<file path="config.mk">
export PLATFORM = sky130hd
export DESIGN_NAME = asp_serial_port
export DESIGN_NICKNAME = d
export VERILOG_FILES = /design/src/core/asp_serial_port.v
export VERILOG_INCLUDE_DIRS = /design/src /design/src/core
export SDC_FILE = /design/constraint.sdc
export NUM_CORES = 1
export LEC_CHECK = 0
export BUFFER_PORTS_ARGS = -buffer_cell sky130_fd_sc_hd__buf_4
export CAP_MARGIN = 15
export CORE_MARGIN = 4
export CORE_UTILIZATION = 30
export CTS_CLUSTER_DIAMETER = 60
export DETAILED_ROUTE_END_ITERATION = 16
export PLACE_DENSITY = 0.47
export SYNTH_ARGS = -nofsm -noshare
export SYNTH_HDL_FRONTEND = slang
export SYNTH_SLANG_ARGS = --single-unit
</file>
<file path="constraint.sdc">
create_clock -name sys_clk -period 4.8 [get_ports sys_clk]
set_input_delay 0.72 -clock sys_clk [delete_from_list [all_inputs] [get_ports sys_clk]]
set_output_delay 0.72 -clock sys_clk [all_outputs]
set_load 0.02 [all_outputs]
</file>
<file path="src/core/asp_defs.vh">
// register indexes, field positions, reset values and timing counts of the serial port
`ifndef ASP_DEFS_VH
`define ASP_DEFS_VH
`define ASP_IDX_RESET 6'h00
`define ASP_IDX_TXDATA 6'h01
`define ASP_IDX_RXDATA 6'h02
`define ASP_IDX_RATE 6'h03
`define ASP_IDX_FORMAT 6'h04
`define ASP_IDX_MODEM 6'h05
`define ASP_IDX_LSTAT 6'h06
`define ASP_IDX_ISTAT 6'h07
`define ASP_IDX_IMASK 6'h08
`define ASP_IDX_ERR 6'h0a
`define ASP_RATE_RST 8'h50
`define ASP_FORMAT_RST 8'h03
`define ASP_FMT_LEN_LO 0
`define ASP_FMT_STOP 2
`define ASP_FMT_PEN 3
`define ASP_FMT_SENSE_LO 4
`define ASP_SENSE_ODD 2'h0
`define ASP_SENSE_EVEN 2'h1
`define ASP_SENSE_ONE 2'h2
`define ASP_SENSE_ZERO 2'h3
`define ASP_MDM_DTR 0
`define ASP_MDM_RTS 1
`define ASP_MDM_SRTS 2
`define ASP_MDM_DRS 3
`define ASP_ERR_PAR 0
`define ASP_ERR_FRM 1
`define ASP_ERR_OVR 2
`define ASP_ERR_BRK 3
`define ASP_INT_RXERR 0
`define ASP_INT_RXRDY 1
`define ASP_INT_TXDONE 2
`define ASP_OS_TICKS 5'h10
`define ASP_HALF_TICKS 4'h7
`define ASP_STOP1_TICKS 6'h10
`define ASP_STOP15_TICKS 6'h18
`define ASP_STOP2_TICKS 6'h20
`endif

</file>
<file path="src/core/asp_serial_port.v">
// asynchronous serial port with apb registers, one-character receive buffer and modem lines
`include "asp_defs.vh"
module asp_serial_port
(
	input wire sys_clk,
	input wire rst,
	input wire psel,
	input wire penable,
	input wire pwrite,
	input wire [7:0] paddr,
	input wire [31:0] pwdata,
	output wire [31:0] prdata,
	output wire pready,
	output wire pslverr,
	input wire rxd,
	output reg txd,
	output wire rts,
	output wire dtr,
	output wire srts,
	output wire drs,
	output wire irq
);
	localparam TX_IDLE = 1'b0;
	localparam TX_SEND = 1'b1;
	localparam RX_IDLE = 2'h0;
	localparam RX_START = 2'h1;
	localparam RX_BITS = 2'h2;

	// parity bit that a frame must carry for the masked data
	function asp_par;
		input [7:0] d;
		input [1:0] sense;
		begin
			case (sense)
				`ASP_SENSE_ODD: asp_par = ~^d;
				`ASP_SENSE_EVEN: asp_par = ^d;
				`ASP_SENSE_ONE: asp_par = 1'b1;
				default: asp_par = 1'b0;
			endcase
		end
	endfunction

	// keep only the configured number of data bits
	function [7:0] asp_mask;
		input [7:0] d;
		input [1:0] len;
		begin
			asp_mask = d & (8'hff >> (2'h3 - len));
		end
	endfunction

	reg [7:0] rate_r;
	reg [7:0] fmt_r;
	reg [3:0] mdm_r;
	reg [3:0] err_r;
	reg [2:0] ist_r;
	reg [2:0] imsk_r;
	reg [7:0] rxbuf_r;
	reg rxfull_r;
	reg pready_r;
	reg [31:0] prdata_r;
	reg [10:0] div_r;
	reg tick_r;
	reg rx_s1_r;
	reg rx_s2_r;
	reg rx_s3_r;
	reg tx_st_r;
	reg [10:0] tx_fr_r;
	reg [3:0] tx_idx_r;
	reg [3:0] tx_last_r;
	reg [5:0] tx_cnt_r;
	reg [5:0] tx_stop_r;
	reg [1:0] rx_st_r;
	reg [3:0] rx_cnt_r;
	reg [3:0] rx_idx_r;
	reg [9:0] rx_fr_r;
	reg [31:0] rd_nxt;
	reg [10:0] tx_fr_nxt;
	reg [7:0] rx_data;
	reg rx_perr;
	reg rx_ferr;
	reg rx_brk;
	reg addr_ok;

	wire [5:0] idx = paddr[7:2];
	wire acc = psel & penable & pready_r;
	wire wr = acc & pwrite;
	wire rd = acc & ~pwrite;
	wire [3:0] nbits = {2'h0, fmt_r[1:0]} + 4'h5;
	wire pen = fmt_r[`ASP_FMT_PEN];
	wire [1:0] sense = fmt_r[5:4];
	wire tx_busy = (tx_st_r == TX_SEND);
	wire rx_busy = (rx_st_r != RX_IDLE);
	wire soft_rst = wr & (idx == `ASP_IDX_RESET) & (pwdata[7:0] != 8'h00);
	wire tx_load = wr & (idx == `ASP_IDX_TXDATA) & ~tx_busy;
	wire rx_take = rd & (idx == `ASP_IDX_RXDATA);
	wire tx_done = tx_busy & tick_r & (tx_idx_r == tx_last_r) & (tx_cnt_r == tx_stop_r - 6'h01);
	wire rx_end = (rx_st_r == RX_BITS) & tick_r & (rx_cnt_r == 4'hf)
		& (rx_idx_r == nbits + {3'h0, pen});

	assign pready = pready_r;
	assign prdata = prdata_r;
	assign pslverr = pready_r & ~addr_ok;
	assign irq = |(ist_r & imsk_r);
	assign rts = mdm_r[`ASP_MDM_RTS] | tx_busy;
	assign dtr = mdm_r[`ASP_MDM_DTR] | tx_busy | rx_busy;
	assign srts = mdm_r[`ASP_MDM_SRTS];
	assign drs = mdm_r[`ASP_MDM_DRS];

	// read mux and address decode
	always @*
	begin
		rd_nxt = 32'h0000_0000;
		addr_ok = 1'b1;
		case (idx)
			`ASP_IDX_RESET: rd_nxt = 32'h0000_0000;
			`ASP_IDX_TXDATA: rd_nxt = 32'h0000_0000;
			`ASP_IDX_RXDATA: rd_nxt = {24'h0, rxbuf_r};
			`ASP_IDX_RATE: rd_nxt = {24'h0, rate_r};
			`ASP_IDX_FORMAT: rd_nxt = {24'h0, fmt_r};
			`ASP_IDX_MODEM: rd_nxt = {28'h0, mdm_r};
			`ASP_IDX_LSTAT: rd_nxt = {29'h0, rx_busy, rxfull_r, tx_busy};
			`ASP_IDX_ISTAT: rd_nxt = {29'h0, ist_r};
			`ASP_IDX_IMASK: rd_nxt = {29'h0, imsk_r};
			`ASP_IDX_ERR: rd_nxt = {28'h0, err_r};
			default: addr_ok = 1'b0;
		endcase
	end

	// apb: one wait state, data and pready from flops
	always @(posedge sys_clk)
	begin
		if (rst)
		begin
			pready_r <= 1'b0;
			prdata_r <= 32'h0000_0000;
		end
		else
		begin
			pready_r <= psel & penable & ~pready_r;
			if (psel & penable & ~pready_r & ~pwrite)
				prdata_r <= rd_nxt;
		end
	end

	// configuration registers
	always @(posedge sys_clk)
	begin
		if (rst)
		begin
			rate_r <= `ASP_RATE_RST;
			fmt_r <= `ASP_FORMAT_RST;
			mdm_r <= 4'h0;
			imsk_r <= 3'h0;
		end
		else if (soft_rst)
		begin
			rate_r <= `ASP_RATE_RST;
			mdm_r <= 4'h0;
			imsk_r <= 3'h0;
		end
		else if (wr)
		begin
			if (idx == `ASP_IDX_RATE)
				rate_r <= pwdata[7:0];
			if (idx == `ASP_IDX_FORMAT)
				fmt_r <= pwdata[7:0];
			if (idx == `ASP_IDX_MODEM)
				mdm_r <= pwdata[3:0];
			if (idx == `ASP_IDX_IMASK)
				imsk_r <= pwdata[2:0];
		end
	end

	// oversample tick: 16 per bit, every (rate+1)*8 clocks
	always @(posedge sys_clk)
	begin
		if (rst | soft_rst)
		begin
			div_r <= 11'h000;
			tick_r <= 1'b0;
		end
		else if (div_r >= {rate_r, 3'h7})
		begin
			div_r <= 11'h000;
			tick_r <= 1'b1;
		end
		else
		begin
			div_r <= div_r + 11'h001;
			tick_r <= 1'b0;
		end
	end

	// transmit frame: start, data lsb first, parity, stop
	always @*
	begin : txf
		integer i;
		tx_fr_nxt = 11'h7fe;
		for (i = 0; i < 8; i = i + 1)
			if (i < nbits)
				tx_fr_nxt[i + 1] = pwdata[i];
		if (pen)
			tx_fr_nxt[nbits + 4'h1] = asp_par(asp_mask(pwdata[7:0], fmt_r[1:0]), sense);
	end

	// transmitter
	always @(posedge sys_clk)
	begin
		if (rst | soft_rst)
		begin
			tx_st_r <= TX_IDLE;
			txd <= 1'b1;
			tx_fr_r <= 11'h7ff;
			tx_idx_r <= 4'h0;
			tx_last_r <= 4'h0;
			tx_cnt_r <= 6'h00;
			tx_stop_r <= `ASP_STOP1_TICKS;
		end
		else
		begin
			case (tx_st_r)
				TX_IDLE:
				begin
					txd <= 1'b1;
					if (tx_load)
					begin
						tx_st_r <= TX_SEND;
						tx_fr_r <= tx_fr_nxt;
						tx_idx_r <= 4'h0;
						tx_cnt_r <= 6'h00;
						tx_last_r <= nbits + {3'h0, pen} + 4'h1;
						if (!fmt_r[`ASP_FMT_STOP])
							tx_stop_r <= `ASP_STOP1_TICKS;
						else if (fmt_r[1:0] == 2'h0)
							tx_stop_r <= `ASP_STOP15_TICKS;
						else
							tx_stop_r <= `ASP_STOP2_TICKS;
					end
				end
				TX_SEND:
				begin
					txd <= tx_fr_r[tx_idx_r];
					if (tick_r)
					begin
						// done only after final stop tick
						if (tx_done)
							tx_st_r <= TX_IDLE;
						else if (tx_idx_r != tx_last_r && tx_cnt_r == `ASP_OS_TICKS - 6'h01)
						begin
							tx_cnt_r <= 6'h00;
							tx_idx_r <= tx_idx_r + 4'h1;
						end
						else
							tx_cnt_r <= tx_cnt_r + 6'h01;
					end
				end
				default: tx_st_r <= TX_IDLE;
			endcase
		end
	end

	// receive line synchroniser; edge detector reads the second and third stage
	always @(posedge sys_clk)
	begin
		if (rst)
		begin
			rx_s1_r <= 1'b1;
			rx_s2_r <= 1'b1;
			rx_s3_r <= 1'b1;
		end
		else
		begin
			rx_s1_r <= rxd;
			rx_s2_r <= rx_s1_r;
			rx_s3_r <= rx_s2_r;
		end
	end

	// frame checks on the completed receive frame
	always @*
	begin
		rx_data = asp_mask(rx_fr_r[7:0], fmt_r[1:0]);
		rx_perr = pen & (rx_fr_r[nbits] != asp_par(rx_data, sense));
		rx_ferr = ~rx_s2_r;
		rx_brk = ~rx_s2_r & (rx_fr_r == 10'h000);
	end

	// receiver
	always @(posedge sys_clk)
	begin
		if (rst | soft_rst)
		begin
			rx_st_r <= RX_IDLE;
			rx_cnt_r <= 4'h0;
			rx_idx_r <= 4'h0;
			rx_fr_r <= 10'h000;
		end
		else
		begin
			case (rx_st_r)
				RX_IDLE:
				begin
					rx_cnt_r <= 4'h0;
					rx_idx_r <= 4'h0;
					if (rx_s3_r & ~rx_s2_r)
					begin
						rx_st_r <= RX_START;
						rx_fr_r <= 10'h000;
					end
				end
				RX_START:
					if (tick_r)
					begin
						if (rx_cnt_r == `ASP_HALF_TICKS)
						begin
							rx_cnt_r <= 4'h0;
							rx_st_r <= rx_s2_r ? RX_IDLE : RX_BITS;
						end
						else
							rx_cnt_r <= rx_cnt_r + 4'h1;
					end
				RX_BITS:
					if (tick_r)
					begin
						rx_cnt_r <= rx_cnt_r + 4'h1;
						if (rx_cnt_r == 4'hf)
						begin
							if (rx_end)
								rx_st_r <= RX_IDLE;
							else
								rx_fr_r[rx_idx_r] <= rx_s2_r;
							rx_idx_r <= rx_idx_r + 4'h1;
						end
					end
				default: rx_st_r <= RX_IDLE;
			endcase
		end
	end

	// receive buffer, error flags and interrupt status; set wins over clear
	always @(posedge sys_clk)
	begin
		if (rst | soft_rst)
		begin
			rxbuf_r <= 8'h00;
			rxfull_r <= 1'b0;
			err_r <= 4'h0;
			ist_r <= 3'h0;
		end
		else
		begin
			if (rx_end)
			begin
				rxbuf_r <= rx_data;
				rxfull_r <= 1'b1;
			end
			else if (rx_take)
				rxfull_r <= 1'b0;
			// per-error sticky bits, cleared by reading
			err_r <= ((rd && idx == `ASP_IDX_ERR) ? 4'h0 : err_r)
				| ({rx_brk, rxfull_r, rx_ferr | rx_brk, rx_perr} & {4{rx_end}});
			ist_r[`ASP_INT_RXERR] <= (rx_end & (rx_perr | rx_ferr | rxfull_r))
				| (ist_r[`ASP_INT_RXERR] & ~(wr && idx == `ASP_IDX_ISTAT
				&& pwdata[`ASP_INT_RXERR]));
			ist_r[`ASP_INT_RXRDY] <= rx_end | (ist_r[`ASP_INT_RXRDY]
				& ~(wr && idx == `ASP_IDX_ISTAT && pwdata[`ASP_INT_RXRDY]));
			ist_r[`ASP_INT_TXDONE] <= tx_done | (ist_r[`ASP_INT_TXDONE]
				& ~(wr && idx == `ASP_IDX_ISTAT && pwdata[`ASP_INT_TXDONE]));
		end
	end
endmodule

</file>
### Word-level counts from Yosys, hierarchy flattened

Cells that the tools add are included.

* flip-flop bits (word level): 140
* bits in latches: 0
* bits in writable memories: 0
* ROM bits: 0
* bits of input ports: 46
* output and inout bits: 40
* logic and storage cells: 236
* memories: 0

* add/subtract/negate cells: 11
* $mul: 0
* div/mod/pow operators: 0
* magnitude comparators: 15
* equal/unequal tests: 32
* shifts and indexed selects: 1
* mux-type cells: 65
* bitwise operators: 49
* reductions and logical operators: 37

Operators by type and width (count)
* $pmux 8 s8: 1
* $mux 10: 4
* $mux 4: 10
* $mux 6: 6
* $and 1x1->1: 25
* $eq 6x3->1 const B: 4
* $add 4x1->4 const B: 5
* $lt 4x5->1 const B: 4
* $mux 1: 20
* $pmux 10 s2: 1
* $eq 6x4->1 const B: 3
* $ne 2x2->1 const B: 9
* $and 8x8->8: 2
* $lt 3x4->1 const A: 4
* $pmux 4 s2: 2
* $reduce_xnor 8->1: 2
* $reduce_xor 8->1: 2
* $mux 2: 7
* $eq 6x2->1 const B: 2
* $pmux 4 s3: 1
* $pmux 6 s2: 1
* $reduce_and 3->1: 4
* $add 11x1->11 const B: 1
* $bwmux 11: 1
* other kinds (46): 89

### Longest topological paths before layout

* word-level depth: 11
* depth in mapped cells: 10

### Least setup slack after synthesis

No wires, ideal clock.

* path kind: register to register
* from: reg fmt_r[0]
* to: reg rx_st_r[1]
* arrival: 2.618 ns
* setup slack: 2.112 ns
* stages on the path, launching flop included: 10
* path buffers: 0
* period minus slack after synthesis: 2.688 ns
* cells stage by stage: dfxtp_1 inv_1 ha_1 fa_1 xnor2_1 o211ai_1 or2_1 a221o_1 or3_1 a21oi_1

* cells in the longest elaborated chain, start to end: 6

RTL lines
* from (decl): line asp_serial_port.v:53 `reg [7:0] fmt_r;`
* from (signal assigned): line asp_serial_port.v:152 `` fmt_r <= `ASP_FORMAT_RST; ``
* from (signal assigned): line asp_serial_port.v:167 `fmt_r <= pwdata[7:0];`
* $add 2x3->4: line asp_serial_port.v:89 `wire [3:0] nbits = {2'h0, fmt_r[1:0]} + 4'h5;`
* $add 4x1->4: line asp_serial_port.v:99 `& (rx_idx_r == nbits + {3'h0, pen});`
* $eq 4x4->1: line asp_serial_port.v:99
* $and 1x1->1: line asp_serial_port.v:99
* $ne 2x2->1 (no source line)
* $reduce_and 6->1 (no source line)
* to (signal assigned): line asp_serial_port.v:318 `rx_st_r <= rx_s2_r ? RX_IDLE : RX_BITS;`
* to (decl): line asp_serial_port.v:73 `reg [1:0] rx_st_r;`

No other way between the ends.
A chain may end at the register's enable or synchronous reset.

### Worst setup path after layout

Ends and elaborated chain as after synthesis.

==> results.toml <==
[status]
outcome = "completed"

[power]
vdd_drop_max_v = 0.000255
power_density_nw_per_um2 = 325
leakagePower_nw = 2.79

[synth]
synth_top_area_share_pct = 36.4
ys.flop_type = "dfxtp_1"
synth_area_um2 = 6210
syn_area_per_cell_um2 = 8.31
synth_top_cell_by_area = "dfxtp_1"
synth_warnings = 0
synth_edf_count = 0
ys_top_cells_by_area = "dfxtp_1 (36%), ha_1 (7.3%), nor2_1 (5.2%), a21oi_1 (5.0%), nand2_1 (3.9%)"
synthMostInstantiatedCell = "dfxtp_1"
syn_inst = 747
ys_types = 61
synth_seq_cells = 113
ys_async_sr_fraction_pct = 0
ys_seq_area_share_pct = 36.4
synthTopCellsByCount = "dfxtp_1 (113), nor2_1 (86), nand2_1 (64), a21oi_1 (62)"

[sta]
fmax_mhz = 292
period_share_pct = 71.2
grt_setup_unrepaired = "no"
finalHoldViolCount = 0
finalSetupViolations = 0
whs_ns = 0.417
finalClockSkew_ns = 0.00864
tightest_slew_ns = 0.935
timing.setup.tns_ns = 0
max-slew-margin-rel_pct = 37.4
period_minus_slack_ns = 3.42
finalMaxSlewViolations = 0

[routing]
drt_iter0_drc = 284
avgRoutedWirePerCell_um = 15.1
via_per_inst = 4.89
dr.pass1.iters = 5
ant_nets = 0
drt-total-wl_mm = 15.8
drc = 0
route.vias.total = 5125

[clocking]
cts_tree = "done"
clockBufferDepth = 2
clkSinkCount = 113
cts_made_buffers = 17
cts_hold_buf = 0
clkTransAtPathRegs_ns = 0.05
post_cts_buffers = 0
cts_root_buf = "clkbuf_16"
worstSkewPairLatency_ns = 0.42
htree_levels = 4
cts_resized = 0

[worst_setup_path]
path_cells = "inv_1 > ha_1 > fa_1 > xnor2_1 > o211ai_1 > or2_1 > a221o_1 > or3_1 > a21oi_1"
cp_max_fo = 20
cp-end-kind = "flop"
cp.required_ns = 5.14
crit_type = "reg -> reg"
start_kind = "flop"
critPathMaxStageDelay_ns = 0.56
slowest_stage = "dfxtp_1"
cp.arrival_ns = 3.76

[cells_and_area]
nets = 847
antenna_cells = 0
fillers = 2149
drive_above_1_share_pct = 11.3
syn_to_final_growth_pct = 14.8

[global_routing]
grt-ovfl-total = 0
grt_pass1_vias = 4846
antenna_found_initial = 0
grt_max_degree = 35
grt_pass1_wl_mm = 26.2
grt_usage_pct = 13.9

[min_path]
hold_class = "reg -> reg"

[place]
gp_congestion = 0.797
port_buffers = 35
hpwl_mm = 11.4

[die]
row_count = 52
initial_core_util_pct = 30.6
io_pins = 86
die_w_um = 152
core_um2 = 20300
die_h_um = 152
dieArea_um2 = 23100

[job]
maxCapViolations = 0
-- kinds of logic after synthesis --
family | after synthesis | share of synthesized area (%)
compound gates | 167 | 16.8
xor+xnor | 35 | 5.38
fa+ha+maj | 37 | 7.58
buf+inv | 100 | 8.00
flops | 113 | 36.4
mux | 23 | 4.31
other cells | 1 | 0.0604
simple gates | 271 | 21.4
-- final timing paths --
check	from	end	slack (ns)	cells after the start
max reg2reg	fmt_r[0]	rx_st_r[1]	1.38	9
min reg2reg	rx_s1_r	rx_s2_r	0.42	1
max	fmt_r[0]	rx_st_r[1]	1.38	9
min	rx_s1_r	rx_s2_r	0.42	1
-- per-layer routing --
metal | vias up | wire [um] | track usage (%)
li1 | 2588 | - | -
met1 | 2405 | 7810 | 19.3
met2 | 110 | 6970 | 21.3
met3 | 22 | 717 | 3.21
met4 | 0 | 260 | 4.67
met5 | - | 0 | 0
-- state kept, by name, summed over array words and instances, names as in the netlist, 6 cells and up --
register	flops
fmt_r	8
rxbuf_r	8
tx_cnt_r	6
rx_fr_r	10
tx_fr_r	11
rate_r	8
div_r	11
prdata	8
-- critical path, delay by kind of cell, from the launching register on --
family                   cells  cell delay [ns]
AO/OA/AOI/OAI                3             0.82
buffers and inverters        1             0.21
adder cells (fa/ha/maj)      2             0.79
AND/OR/NAND/NOR              2             0.83
flip-flops                   1             0.56
XOR/XNOR                     1             0.13
-- power by group --
part	switching [mW]	leakage, nW	internal (mW)
Combinational	0.104	1.59	0.0518
Clock	0.432	0.281	0.776
Sequential	0.00652	0.912	0.945
Total	0.543	2.79	1.77
-- layout by cell type (no fill, tap or decap), types with 9 or more instances in the layout --
cell type    n
nand3_1     34
nor2_1      86
o211ai_1     9
conb_1      24
clkbuf_16   17
ha_1        36
nand2_1     64
xor2_1      20
mux2i_1     20
and2_1      10
xnor2_1     13
a21boi_0     9
inv_1       36
nor3_1      17
a21oi_1     62
o21ai_0     34
dfxtp_1    113
buf_4       39
-- metrics by stage --
step | power, mW | area, um2 | std cells | utilization (%) | setup WS (ns)
floorplan | 1.09 | 6290 | 770 | - | 2.11
global placement | 1.13 | 6560 | 1015 | 32.3 | 1.39
detailed placement | 1.13 | 6560 | 1015 | 32.3 | 1.30
CTS | 2.34 | 7130 | 1047 | 35.1 | 1.30
global route | 2.40 | 7130 | 1047 | 35.1 | 1.10
finish | 2.32 | 7130 | 1047 | 35.1 | 1.38
-- area by class of cell --
type,instances,area (um2),share of cell area [%]
Clock buffer,27,513,7.20
Clock inverter,5,50.0,0.702
Inverter,36,135,1.90
Multi-Input combinational cell,557,3530,49.6
Sequential cell,113,2260,31.7
Tap cell,270,338,4.74
Timing Repair Buffer,39,293,4.11
No activity file was read; power rests on OpenSTA's default activity.
